--- src/core/pau_pkg.sv ---
// Constants, types and register map of the process alarm unit
`default_nettype none
package pau_pkg;
  localparam int NUM_ALARMS = 4;
  localparam int VAL_W      = 16;
  localparam int CNT_W      = 16;
  localparam int SEG_W      = 9;
  localparam int ADDR_W     = 8;

  // Register byte offsets
  localparam logic [ADDR_W-1:0] OFS_FUNC     = 8'h00;
  localparam logic [ADDR_W-1:0] OFS_BLOCK    = 8'h04;
  localparam logic [ADDR_W-1:0] OFS_SETPOINT = 8'h08;
  localparam logic [ADDR_W-1:0] OFS_STATUS   = 8'h0C;
  localparam logic [ADDR_W-1:0] OFS_THR_BASE = 8'h10;
  localparam logic [ADDR_W-1:0] OFS_TIM_BASE = 8'h20;
  localparam logic [ADDR_W-1:0] OFS_SEG_BASE = 8'h30;
  localparam logic [ADDR_W-1:0] OFS_STRIDE   = 8'h04;

  // Field positions
  localparam int FUNC_FLD_W   = 4;
  localparam int TIM_T1_LSB   = 0;
  localparam int TIM_T2_LSB   = 16;
  localparam int STAT_LED_LSB = 0;
  localparam int STAT_OUT_LSB = 4;
  localparam int STAT_RUN_BIT = 8;
  localparam int STAT_BLK_LSB = 12;

  // Reset values
  localparam logic [VAL_W-1:0] RST_VAL   = 16'h0000;
  localparam logic [CNT_W-1:0] RST_CNT   = 16'h0000;
  localparam logic [CNT_W-1:0] CNT_ONE   = 16'h0001;
  localparam logic [SEG_W-1:0] RST_SEGS  = 9'h000;
  localparam logic [31:0]      RST_WORD  = 32'h0000_0000;

  // Timer step: one second at a 10 ns clock
  localparam int CLK_PERIOD_NS = 10;
  localparam int NS_PER_S      = 1000000000;
  localparam int SEC_STEP_S    = 1;
  localparam int SEC_CYCLES    = SEC_STEP_S * NS_PER_S / CLK_PERIOD_NS;

  typedef enum logic [3:0] {
    AF_OFF       = 4'h0,
    AF_IN_FAULT  = 4'h1,
    AF_PROG_EVT  = 4'h2,
    AF_HEAT_FLT  = 4'h3,
    AF_ABS_MIN   = 4'h4,
    AF_ABS_MAX   = 4'h5,
    AF_DEV_BAND  = 4'h6,
    AF_DEV_UNDER = 4'h7,
    AF_DEV_OVER  = 4'h8
  } pau_func_t;

  typedef enum logic [1:0] {
    TS_IDLE = 2'b00,
    TS_ON   = 2'b01,
    TS_OFF  = 2'b10
  } pau_tst_t;

  typedef struct packed {
    pau_func_t               func;
    logic signed [VAL_W-1:0] thresh;
    logic [CNT_W-1:0]        t1;
    logic [CNT_W-1:0]        t2;
    logic [SEG_W-1:0]        segs;
    logic                    block_en;
  } pau_cfg_t;

  typedef struct packed {
    logic [ADDR_W-1:0] addr;
    logic              write;
    logic              read;
  } pau_req_t;
endpackage : pau_pkg
`default_nettype wire

--- src/core/pau_core.sv ---
// Process alarm unit: alarm evaluation, blocking, timers and AHB-Lite registers
//
// Overview of operation
// - Four alarm channels, evaluated independently, each one of nine functions.
// - An alarm set to off never drives its output.
// - Input fault alarm follows sensor broken, out of range or shorted.
// - Program event alarm active only in the chosen running program segments.
// - Heater fault alarm follows the external current-sensing fault signal.
// - Absolute minimum triggers when value is strictly below threshold.
// - Absolute maximum triggers when value is strictly above threshold.
// - Positive band threshold: trigger when value lies outside setpoint plus/minus threshold.
// - Negative band threshold: trigger when value lies inside that band.
// - Deviation under triggers below setpoint minus threshold.
// - Deviation over triggers above setpoint plus threshold.
// - Maximum, band and over alarms also trigger on any sensor fault.
// - Both timers zero: output follows the recognised condition.
// - First timer only: output on for first time once, then off.
// - Second timer only: output on after second time, while condition persists.
// - Both timers: output alternates on first time, off second time.
// - Indicator follows recognised condition, not the timed output.
// - Initial blocking ignores a condition at power-up or run stop until cleared.
// - Initial blocking never applies to input fault alarms.
// - Run input open forces alarm outputs off.
//
// Chosen here: the address map and register access over AHB-Lite.
`default_nettype none
module pau_core #(
  parameter int SEC_CYCLES = pau_pkg::SEC_CYCLES
) (
  input  wire logic                                   hclk,
  input  wire logic                                   hresetn,
  input  wire logic                                   hsel,
  input  wire logic [31:0]                            haddr,
  input  wire logic [1:0]                             htrans,
  input  wire logic                                   hwrite,
  input  wire logic [2:0]                             hsize,
  input  wire logic [31:0]                            hwdata,
  input  wire logic                                   hready,
  output logic [31:0]                                 hrdata,
  output logic                                        hreadyout,
  output logic                                        hresp,
  input  wire logic signed [pau_pkg::VAL_W-1:0]       pv_value,
  input  wire logic                                   pv_update,
  input  wire logic                                   sensor_fault,
  input  wire logic                                   prog_running,
  input  wire logic [3:0]                             prog_segment,
  input  wire logic                                   heater_fault_pin,
  input  wire logic                                   run_pin,
  output logic [pau_pkg::NUM_ALARMS-1:0]              alarm_out,
  output logic [pau_pkg::NUM_ALARMS-1:0]              alarm_led
);
  localparam int NA = pau_pkg::NUM_ALARMS;
  localparam int SW = $clog2(SEC_CYCLES + 1);
  localparam logic [SW-1:0] SEC_LAST = SW'(SEC_CYCLES - 1);

  pau_pkg::pau_cfg_t                 cfg_ff [NA];
  logic signed [pau_pkg::VAL_W-1:0]  sp_ff;
  pau_pkg::pau_req_t                 req_ff;
  logic                              rd_pend_ff;
  logic [31:0]                       hrdata_ff;
  logic                              hreadyout_ff;
  logic                              hresp_ff;
  logic [31:0]                       rdata_w;
  logic                              run_m_ff, run_s_ff, run_d_ff;
  logic                              heat_m_ff, heat_s_ff;
  logic [SW-1:0]                     sec_cnt_ff;
  logic                              sec_tick_ff;
  logic [NA-1:0]                     raw_ff;
  logic [NA-1:0]                     blk_ff;
  logic                              eval_d_ff;
  logic [NA-1:0]                     rec_w;
  pau_pkg::pau_tst_t                 st_ff  [NA];
  logic [pau_pkg::CNT_W-1:0]         cnt_ff [NA];
  logic [NA-1:0]                     out_ff;
  logic [NA-1:0]                     led_ff;
  logic                              take_w;

  // Alarm condition of one channel for the current measurement
  function automatic logic pau_eval(input pau_pkg::pau_cfg_t c,
                                    input logic signed [15:0] pv,
                                    input logic signed [15:0] sp,
                                    input logic sflt,
                                    input logic hflt,
                                    input logic prun,
                                    input logic [3:0] seg);
    logic signed [16:0] pv17;
    logic signed [16:0] thr17;
    logic signed [16:0] hi17;
    logic signed [16:0] lo17;
    logic               res;
    pv17  = {pv[15], pv};
    thr17 = {c.thresh[15], c.thresh};
    hi17  = 17'({sp[15], sp} + thr17);
    lo17  = 17'({sp[15], sp} - thr17);
    res   = 1'b0;
    case (c.func)
      pau_pkg::AF_OFF:       res = 1'b0;
      pau_pkg::AF_IN_FAULT:  res = sflt;
      pau_pkg::AF_PROG_EVT:  res = prun && (seg != 4'h0) && (seg <= 4'h9)
                                   && c.segs[4'(seg - 4'h1)];
      pau_pkg::AF_HEAT_FLT:  res = hflt;
      pau_pkg::AF_ABS_MIN:   res = pv < c.thresh;
      pau_pkg::AF_ABS_MAX:   res = sflt || (pv > c.thresh);
      pau_pkg::AF_DEV_BAND: begin
        if (c.thresh[15]) begin
          res = sflt || (pv17 >= hi17 && pv17 <= lo17);
        end else begin
          res = sflt || pv17 < lo17 || pv17 > hi17;
        end
      end
      pau_pkg::AF_DEV_UNDER: res = pv17 < lo17;
      pau_pkg::AF_DEV_OVER:  res = sflt || (pv17 > hi17);
      default:               res = 1'b0;
    endcase
    return res;
  endfunction : pau_eval

  // Address offset of channel n in a register group
  function automatic logic [7:0] pau_ofs(input logic [7:0] base, input int n);
    return 8'(base + 8'(n) * pau_pkg::OFS_STRIDE);
  endfunction : pau_ofs

  // Bus slave: reads take one wait state so a preceding write is always seen
  assign take_w = hsel && htrans[1] && hready;

  always_ff @(posedge hclk or negedge hresetn) begin
    if (!hresetn) begin
      req_ff       <= '0;
      rd_pend_ff   <= 1'b0;
      hrdata_ff    <= pau_pkg::RST_WORD;
      hreadyout_ff <= 1'b1;
      hresp_ff     <= 1'b0;
    end else begin
      hresp_ff <= 1'b0;
      if (take_w) begin
        req_ff.addr  <= haddr[pau_pkg::ADDR_W-1:0];
        req_ff.write <= hwrite;
        req_ff.read  <= !hwrite;
      end else if (hready) begin
        req_ff <= '0;
      end
      rd_pend_ff <= take_w && !hwrite;
      if (take_w && !hwrite) begin
        hreadyout_ff <= 1'b0;
      end else if (rd_pend_ff) begin
        hreadyout_ff <= 1'b1;
        hrdata_ff    <= rdata_w;
      end
    end
  end

  always_comb begin
    rdata_w = pau_pkg::RST_WORD;
    if (req_ff.addr == pau_pkg::OFS_FUNC) begin
      for (int i = 0; i < NA; i++) begin
        rdata_w[i*pau_pkg::FUNC_FLD_W +: pau_pkg::FUNC_FLD_W] = cfg_ff[i].func;
      end
    end else if (req_ff.addr == pau_pkg::OFS_BLOCK) begin
      for (int i = 0; i < NA; i++) begin
        rdata_w[i] = cfg_ff[i].block_en;
      end
    end else if (req_ff.addr == pau_pkg::OFS_SETPOINT) begin
      rdata_w[pau_pkg::VAL_W-1:0] = sp_ff;
    end else if (req_ff.addr == pau_pkg::OFS_STATUS) begin
      rdata_w[pau_pkg::STAT_LED_LSB +: NA] = led_ff;
      rdata_w[pau_pkg::STAT_OUT_LSB +: NA] = out_ff;
      rdata_w[pau_pkg::STAT_RUN_BIT]       = run_s_ff;
      rdata_w[pau_pkg::STAT_BLK_LSB +: NA] = blk_ff;
    end else begin
      for (int i = 0; i < NA; i++) begin
        if (req_ff.addr == pau_ofs(pau_pkg::OFS_THR_BASE, i)) begin
          rdata_w[pau_pkg::VAL_W-1:0] = cfg_ff[i].thresh;
        end
        if (req_ff.addr == pau_ofs(pau_pkg::OFS_TIM_BASE, i)) begin
          rdata_w[pau_pkg::TIM_T1_LSB +: pau_pkg::CNT_W] = cfg_ff[i].t1;
          rdata_w[pau_pkg::TIM_T2_LSB +: pau_pkg::CNT_W] = cfg_ff[i].t2;
        end
        if (req_ff.addr == pau_ofs(pau_pkg::OFS_SEG_BASE, i)) begin
          rdata_w[pau_pkg::SEG_W-1:0] = cfg_ff[i].segs;
        end
      end
    end
  end

  // Register writes land in the data phase; unmapped writes are dropped
  always_ff @(posedge hclk or negedge hresetn) begin
    if (!hresetn) begin
      sp_ff <= pau_pkg::RST_VAL;
      for (int i = 0; i < NA; i++) begin
        cfg_ff[i] <= '{func: pau_pkg::AF_OFF, thresh: pau_pkg::RST_VAL,
                       t1: pau_pkg::RST_CNT, t2: pau_pkg::RST_CNT,
                       segs: pau_pkg::RST_SEGS, block_en: 1'b0};
      end
    end else if (req_ff.write) begin
      if (req_ff.addr == pau_pkg::OFS_SETPOINT) begin
        sp_ff <= hwdata[pau_pkg::VAL_W-1:0];
      end
      for (int i = 0; i < NA; i++) begin
        if (req_ff.addr == pau_pkg::OFS_FUNC) begin
          cfg_ff[i].func <= pau_pkg::pau_func_t'(
            hwdata[i*pau_pkg::FUNC_FLD_W +: pau_pkg::FUNC_FLD_W]);
        end
        if (req_ff.addr == pau_pkg::OFS_BLOCK) begin
          cfg_ff[i].block_en <= hwdata[i];
        end
        if (req_ff.addr == pau_ofs(pau_pkg::OFS_THR_BASE, i)) begin
          cfg_ff[i].thresh <= hwdata[pau_pkg::VAL_W-1:0];
        end
        if (req_ff.addr == pau_ofs(pau_pkg::OFS_TIM_BASE, i)) begin
          cfg_ff[i].t1 <= hwdata[pau_pkg::TIM_T1_LSB +: pau_pkg::CNT_W];
          cfg_ff[i].t2 <= hwdata[pau_pkg::TIM_T2_LSB +: pau_pkg::CNT_W];
        end
        if (req_ff.addr == pau_ofs(pau_pkg::OFS_SEG_BASE, i)) begin
          cfg_ff[i].segs <= hwdata[pau_pkg::SEG_W-1:0];
        end
      end
    end
  end

  // Pin synchronisers; run_d_ff only feeds the stop edge detector
  always_ff @(posedge hclk or negedge hresetn) begin
    if (!hresetn) begin
      run_m_ff  <= 1'b0;
      run_s_ff  <= 1'b0;
      run_d_ff  <= 1'b0;
      heat_m_ff <= 1'b0;
      heat_s_ff <= 1'b0;
    end else begin
      run_m_ff  <= run_pin;
      run_s_ff  <= run_m_ff;
      run_d_ff  <= run_s_ff;
      heat_m_ff <= heater_fault_pin;
      heat_s_ff <= heat_m_ff;
    end
  end

  // Free-running seconds; timer phase is not tied to the event, so a time can run up to 1 s short
  always_ff @(posedge hclk or negedge hresetn) begin
    if (!hresetn) begin
      sec_cnt_ff  <= '0;
      sec_tick_ff <= 1'b0;
    end else begin
      sec_tick_ff <= (sec_cnt_ff == SEC_LAST);
      sec_cnt_ff  <= (sec_cnt_ff == SEC_LAST) ? '0 : SW'(sec_cnt_ff + 1'b1);
    end
  end

  // Condition evaluation and initial blocking
  always_ff @(posedge hclk or negedge hresetn) begin
    if (!hresetn) begin
      raw_ff    <= '0;
      blk_ff    <= '1;
      eval_d_ff <= 1'b0;
    end else begin
      eval_d_ff <= pv_update;
      for (int i = 0; i < NA; i++) begin
        if (pv_update) begin
          raw_ff[i] <= pau_eval(cfg_ff[i], pv_value, sp_ff, sensor_fault,
                                heat_s_ff, prog_running, prog_segment);
        end
        // Re-arming on a stop wins over a clear in the same cycle
        if (run_d_ff && !run_s_ff) begin
          blk_ff[i] <= 1'b1;
        // Stale or off results must not count as a non-alarm, else power-up arming is lost
        end else if (eval_d_ff && !raw_ff[i] && cfg_ff[i].func != pau_pkg::AF_OFF) begin
          blk_ff[i] <= 1'b0;
        end
      end
    end
  end

  always_comb begin
    for (int i = 0; i < NA; i++) begin
      rec_w[i] = raw_ff[i] && !(blk_ff[i] && cfg_ff[i].block_en
                 && cfg_ff[i].func != pau_pkg::AF_IN_FAULT);
    end
  end

  // Output timers, one per channel
  always_ff @(posedge hclk or negedge hresetn) begin
    if (!hresetn) begin
      for (int i = 0; i < NA; i++) begin
        st_ff[i]  <= pau_pkg::TS_IDLE;
        cnt_ff[i] <= pau_pkg::RST_CNT;
      end
    end else begin
      for (int i = 0; i < NA; i++) begin
        if (!rec_w[i]) begin
          st_ff[i]  <= pau_pkg::TS_IDLE;
          cnt_ff[i] <= pau_pkg::RST_CNT;
        end else begin
          case (st_ff[i])
            pau_pkg::TS_IDLE: begin
              if (cfg_ff[i].t1 == pau_pkg::RST_CNT && cfg_ff[i].t2 != pau_pkg::RST_CNT) begin
                st_ff[i]  <= pau_pkg::TS_OFF;
                cnt_ff[i] <= cfg_ff[i].t2;
              end else begin
                st_ff[i]  <= pau_pkg::TS_ON;
                cnt_ff[i] <= cfg_ff[i].t1;
              end
            end
            pau_pkg::TS_ON: begin
              if (cnt_ff[i] != pau_pkg::RST_CNT && sec_tick_ff) begin
                if (cnt_ff[i] == pau_pkg::CNT_ONE) begin
                  st_ff[i]  <= pau_pkg::TS_OFF;
                  cnt_ff[i] <= cfg_ff[i].t2;
                end else begin
                  cnt_ff[i] <= cnt_ff[i] - pau_pkg::CNT_ONE;
                end
              end
            end
            pau_pkg::TS_OFF: begin
              if (cnt_ff[i] != pau_pkg::RST_CNT && sec_tick_ff) begin
                if (cnt_ff[i] == pau_pkg::CNT_ONE) begin
                  st_ff[i]  <= pau_pkg::TS_ON;
                  cnt_ff[i] <= cfg_ff[i].t1;
                end else begin
                  cnt_ff[i] <= cnt_ff[i] - pau_pkg::CNT_ONE;
                end
              end
            end
            default: begin
              st_ff[i]  <= pau_pkg::TS_IDLE;
              cnt_ff[i] <= pau_pkg::RST_CNT;
            end
          endcase
        end
      end
    end
  end

  // Outputs and indicators
  always_ff @(posedge hclk or negedge hresetn) begin
    if (!hresetn) begin
      out_ff <= '0;
      led_ff <= '0;
    end else begin
      for (int i = 0; i < NA; i++) begin
        out_ff[i] <= run_s_ff && st_ff[i] == pau_pkg::TS_ON
                     && cfg_ff[i].func != pau_pkg::AF_OFF;
        led_ff[i] <= rec_w[i];
      end
    end
  end

  assign hrdata    = hrdata_ff;
  assign hreadyout = hreadyout_ff;
  assign hresp     = hresp_ff;
  assign alarm_out = out_ff;
  assign alarm_led = led_ff;
endmodule : pau_core
`default_nettype wire

--- config.mk ---
export PLATFORM = sky130hd
export DESIGN_NAME = pau_core
export DESIGN_NICKNAME = d
export VERILOG_FILES = /design/src/core/pau_pkg.sv /design/src/core/pau_core.sv
export SDC_FILE = /design/constraint.sdc
export NUM_CORES = 2
export LEC_CHECK = 0
export BUFFER_PORTS_ARGS = -buffer_cell sky130_fd_sc_hd__buf_2
export CORE_ASPECT_RATIO = 1.75
export CORE_MARGIN = 2
export CORE_UTILIZATION = 60
export CTS_CLUSTER_DIAMETER = 200
export DETAILED_ROUTE_END_ITERATION = 8
export PLACE_DENSITY_LB_ADDON = 0.3
export SLEW_MARGIN = 15
export SYNTH_ARGS = -nofsm -noshare
export SYNTH_HDL_FRONTEND = slang
export SYNTH_SLANG_ARGS = --single-unit
--- constraint.sdc ---
create_clock -name hclk -period 5.9 [get_ports hclk]
set_input_delay 0.885 -clock hclk [delete_from_list [all_inputs] [get_ports hclk]]
set_output_delay 0.885 -clock hclk [all_outputs]
set_load 0.1 [all_outputs]
==> flow_summary.ini <==
[run_status]
status = completed

[worst_setup_path]
crit_path_frequent_cell = a21oi_1
worstPathCellList = ha_1 > o21ba_2 > o21bai_1 > a221oi_1 > a21oi_1 > o31a_1 > or4_1 > a41oi_1 > a21oi_1 > ha_1 > or3b_2 > nor3b_1 > nand2_1 > o31ai_1 > a21oi_1 > o21ai_0 > a41oi_1 > a211o_1
crit_path_slowest_cell = dfrtp_1
arrival_ns = 5.87
critical_path_required_ns = 6.36
crit_path_start_kind = flip-flop
crit_path_end_kind = flip-flop
critical_setup_path_class = flip-flop to flip-flop
path_max_fanout = 10
timing.critical_path.slowest_cell_delay_ns = 0.60

[sta]
worst-slew-pin-transition_ns = 1.20
post-route-min-period_ns = 5.41
finalSetupViolations = 0
timing.max_slew.rel_slack_pct = 19.7
timing.setup.tns_ns = 0
clock-skew-final_ns = 0.0323
min_period_over_period_pct = 91.8
drv_slew = 0
max_freq_mhz = 185
timing.final.hold_violations = 0
grt_setup_unrepaired = no

[pwr]
max-vdd-ir-drop_v = 0.000335
comb_power_share_pct = 52.3
reported_net_switching_power_mw = 6.87
report.power.total_mw = 14.8
internal_power_mw = 7.96
power_frac_seq_pct = 29.4
power.static_leakage_nw = 15.9
power-per-cell-area_mw_per_mm2 = 417
clock_power_share_pct = 18.3
power.share.switching_pct = 46.3

[logic_synthesis]
synthDominantCellAreaShare_pct = 32.1
synth_largest_area_cell = dfrtp_1
synth.area.mux_share_pct = 10.4
syn_avg_cell_area_um2 = 9.30
postSynthRegisterBits = 429
ys_types = 87
yosys-top-cells-area = dfrtp_1, ha_1, mux2_2, nor2_1, xnor2_1
fraction_of_registers_with_async_set_or_reset_after_synthesis_pct = 100
synthSimpleGateAreaFrac_pct = 15.2
post_synth_xor_area_fraction_pct = 4.88
synth_ff_type = dfrtp_1
synth_commonest_cells = dfrtp_1, ha_1, nor2_1
mappedNetlistNets = 3994
synth_compound_gate_area_share_pct = 19.5
netlist_instances = 3548
most_frequent_cell_after_synthesis = dfrtp_1
yosysWarningCount = 0
combinational_family_with_the_most_area_after_synthesis = compound AO/OA/AOI/OAI gates
yosys.area_share.adder_pct = 13.4
mappedNetlistArea_mm2 = 0.0330
synth-edff-count = 0
seq_area_frac_synth_pct = 32.5

[route]
drtIter0Drc = 2857
number_of_iterations_in_the_first_detailed_routing_pass = 8
ant_nets = 0
route.detailed.wl_per_inst_um = 28.6
vias_per_cell = 7.02
drc = 0
vias = 30191
drt_wl_total_mm = 123

[clock_tree]
clock_tree.root_cell = clkbuf_16
tritoncts.num_buffers = 40
clock_tree_from_tritoncts = built
cts.sink_count = 429
cts-htree-levels = 2
holdBufCountCts = 0
clkTransAtPathRegs_ns = 0.07
clock_insertion_delay_worst_skew_ns = 0.58
cts_resized = 0
post_cts_buffers = 0
clock_tree.buffer_depth = 3

[finish]
post-route-util_pct = 65.4
num-nets-final = 4022
postLayoutCellArea_mm2 = 0.0355
areaGrowthSynthToFinish_pct = 7.63
area.sequential_mm2 = 0.0107
layout-drive-gt1-share_pct = 14.9
area_used_by_multi_input_combinational_logic_mm2 = 0.0210
final.fill_count = 4628

[grt]
grt_overflow = 0
grt.total_usage_pct = 42.8
antenna_found_initial = 5
grt_start_max_net_pins = 149
vias_in_the_first_global_route = 29750
grt_pass1_wl_mm = 182

[placed_design]
gp_congestion = 1.06
placed_area_mm2 = 0.0342
dp_hpwl_mm = 93.6
buffer_ports.inserted = 111

[job]
cap_violations = 0

[floorplanning]
io_pins = 141
die_width_um = 181
start_util_pct = 60.8
std_cell_rows = 113
vert_die_dim_um = 314
design.core.area_mm2 = 0.0543
die_area_mm2 = 0.0570

[min_path]
hold_path_class = input port to asynchronous set/reset pin
## sequential cells by signal, indices dropped and copies added, names as in the netlist, 8 cells and up
register,flops
st_ff,8
sec_cnt_ff,27
cfg_ff,248
sp_ff,16
hrdata,32
req_ff,9
cnt_ff,64
## power by group through the flow
stage	combinational (mW)	sequential [mW]	clock, mW
floorplan	5.53	4.24	0
global placement	7.43	4.33	0
detailed placement	7.57	4.34	0
CTS	7.61	4.29	2.73
global route	8.52	4.38	2.83
finish	7.76	4.36	2.71
## critical path: cells and delay by family, from the launching register on
family                   cells  cell delay [ns]
AO/OA/AOI/OAI               12             2.52
adder cells (fa/ha/maj)      2             0.91
flip-flops                   1             0.60
AND/OR/NAND/NOR              4             1.28
## logic make-up after synthesis
| kind of cell | count (synthesis) |
|---|---|
| xor+xnor | 184 |
| compound gates | 926 |
| flops | 429 |
| mux | 300 |
| buf+inv | 343 |
| fa+ha+maj | 350 |
| simple gates | 1015 |
| other cells | 1 |
## per-stage QoR
step	setup WS, ns	hold slack (ns)	instances
detailed placement	0.582	0.339	4222
floorplan	1.14	0.331	3548
global placement	0.636	0.333	4222
global route	0.0738	0.346	4296
finish	0.486	0.321	4301
CTS	0.553	0.344	4294
## layout make-up
cell class	count	area share [%]
flip-flops and latches	429	30.2
clock buffers	52	3.14
inverters	176	1.86
well taps	690	2.43
repair buffers	153	2.54
clock inverters	20	0.613
multi-input cells	2776	59.2
diodes	5	0.0352
## routing by layer
layer  vias up  wire length [um]  track usage, %
met5         -                31               0
met4         4             16500            46.3
met3       688              8650            7.97
met2      1582             58000            71.9
met1     14608             39900            42.7
li1      13309                 -               -
## path summary, 6_finish.rpt
path                                      start                       to  slack (ns)  cells after the start
setup reg to reg           sp_ff[2]$_DFFE_PN0P_    raw_ff[0]$_DFFE_PN0P_        0.49                     18
hold reg to reg              run_m_ff$_DFF_PN0_       run_s_ff$_DFF_PN0_        0.34                      0
hold / removal                          hresetn  sec_cnt_ff[2]$_DFF_PN0_        0.32                      1
min in group hclk            run_m_ff$_DFF_PN0_       run_s_ff$_DFF_PN0_        0.34                      0
max in group asynchronous               hresetn   cfg_ff[56]$_DFFE_PN0P_        4.17                      2
setup / recovery           sp_ff[2]$_DFFE_PN0P_    raw_ff[0]$_DFFE_PN0P_        0.49                     18
## layout by cell type (no fill, tap or decap), drive strengths merged, types with 78 or more instances in the layout
cell type / count
buf: 153
ha: 339
nand2: 219
o21ai: 146
xnor2: 122
inv: 183
a21oi: 185
mux2: 270
dfrtp: 424
nand3: 78
a22oi: 87
nor2: 294
nor3: 85
No activity file was read; power rests on OpenSTA's default activity.
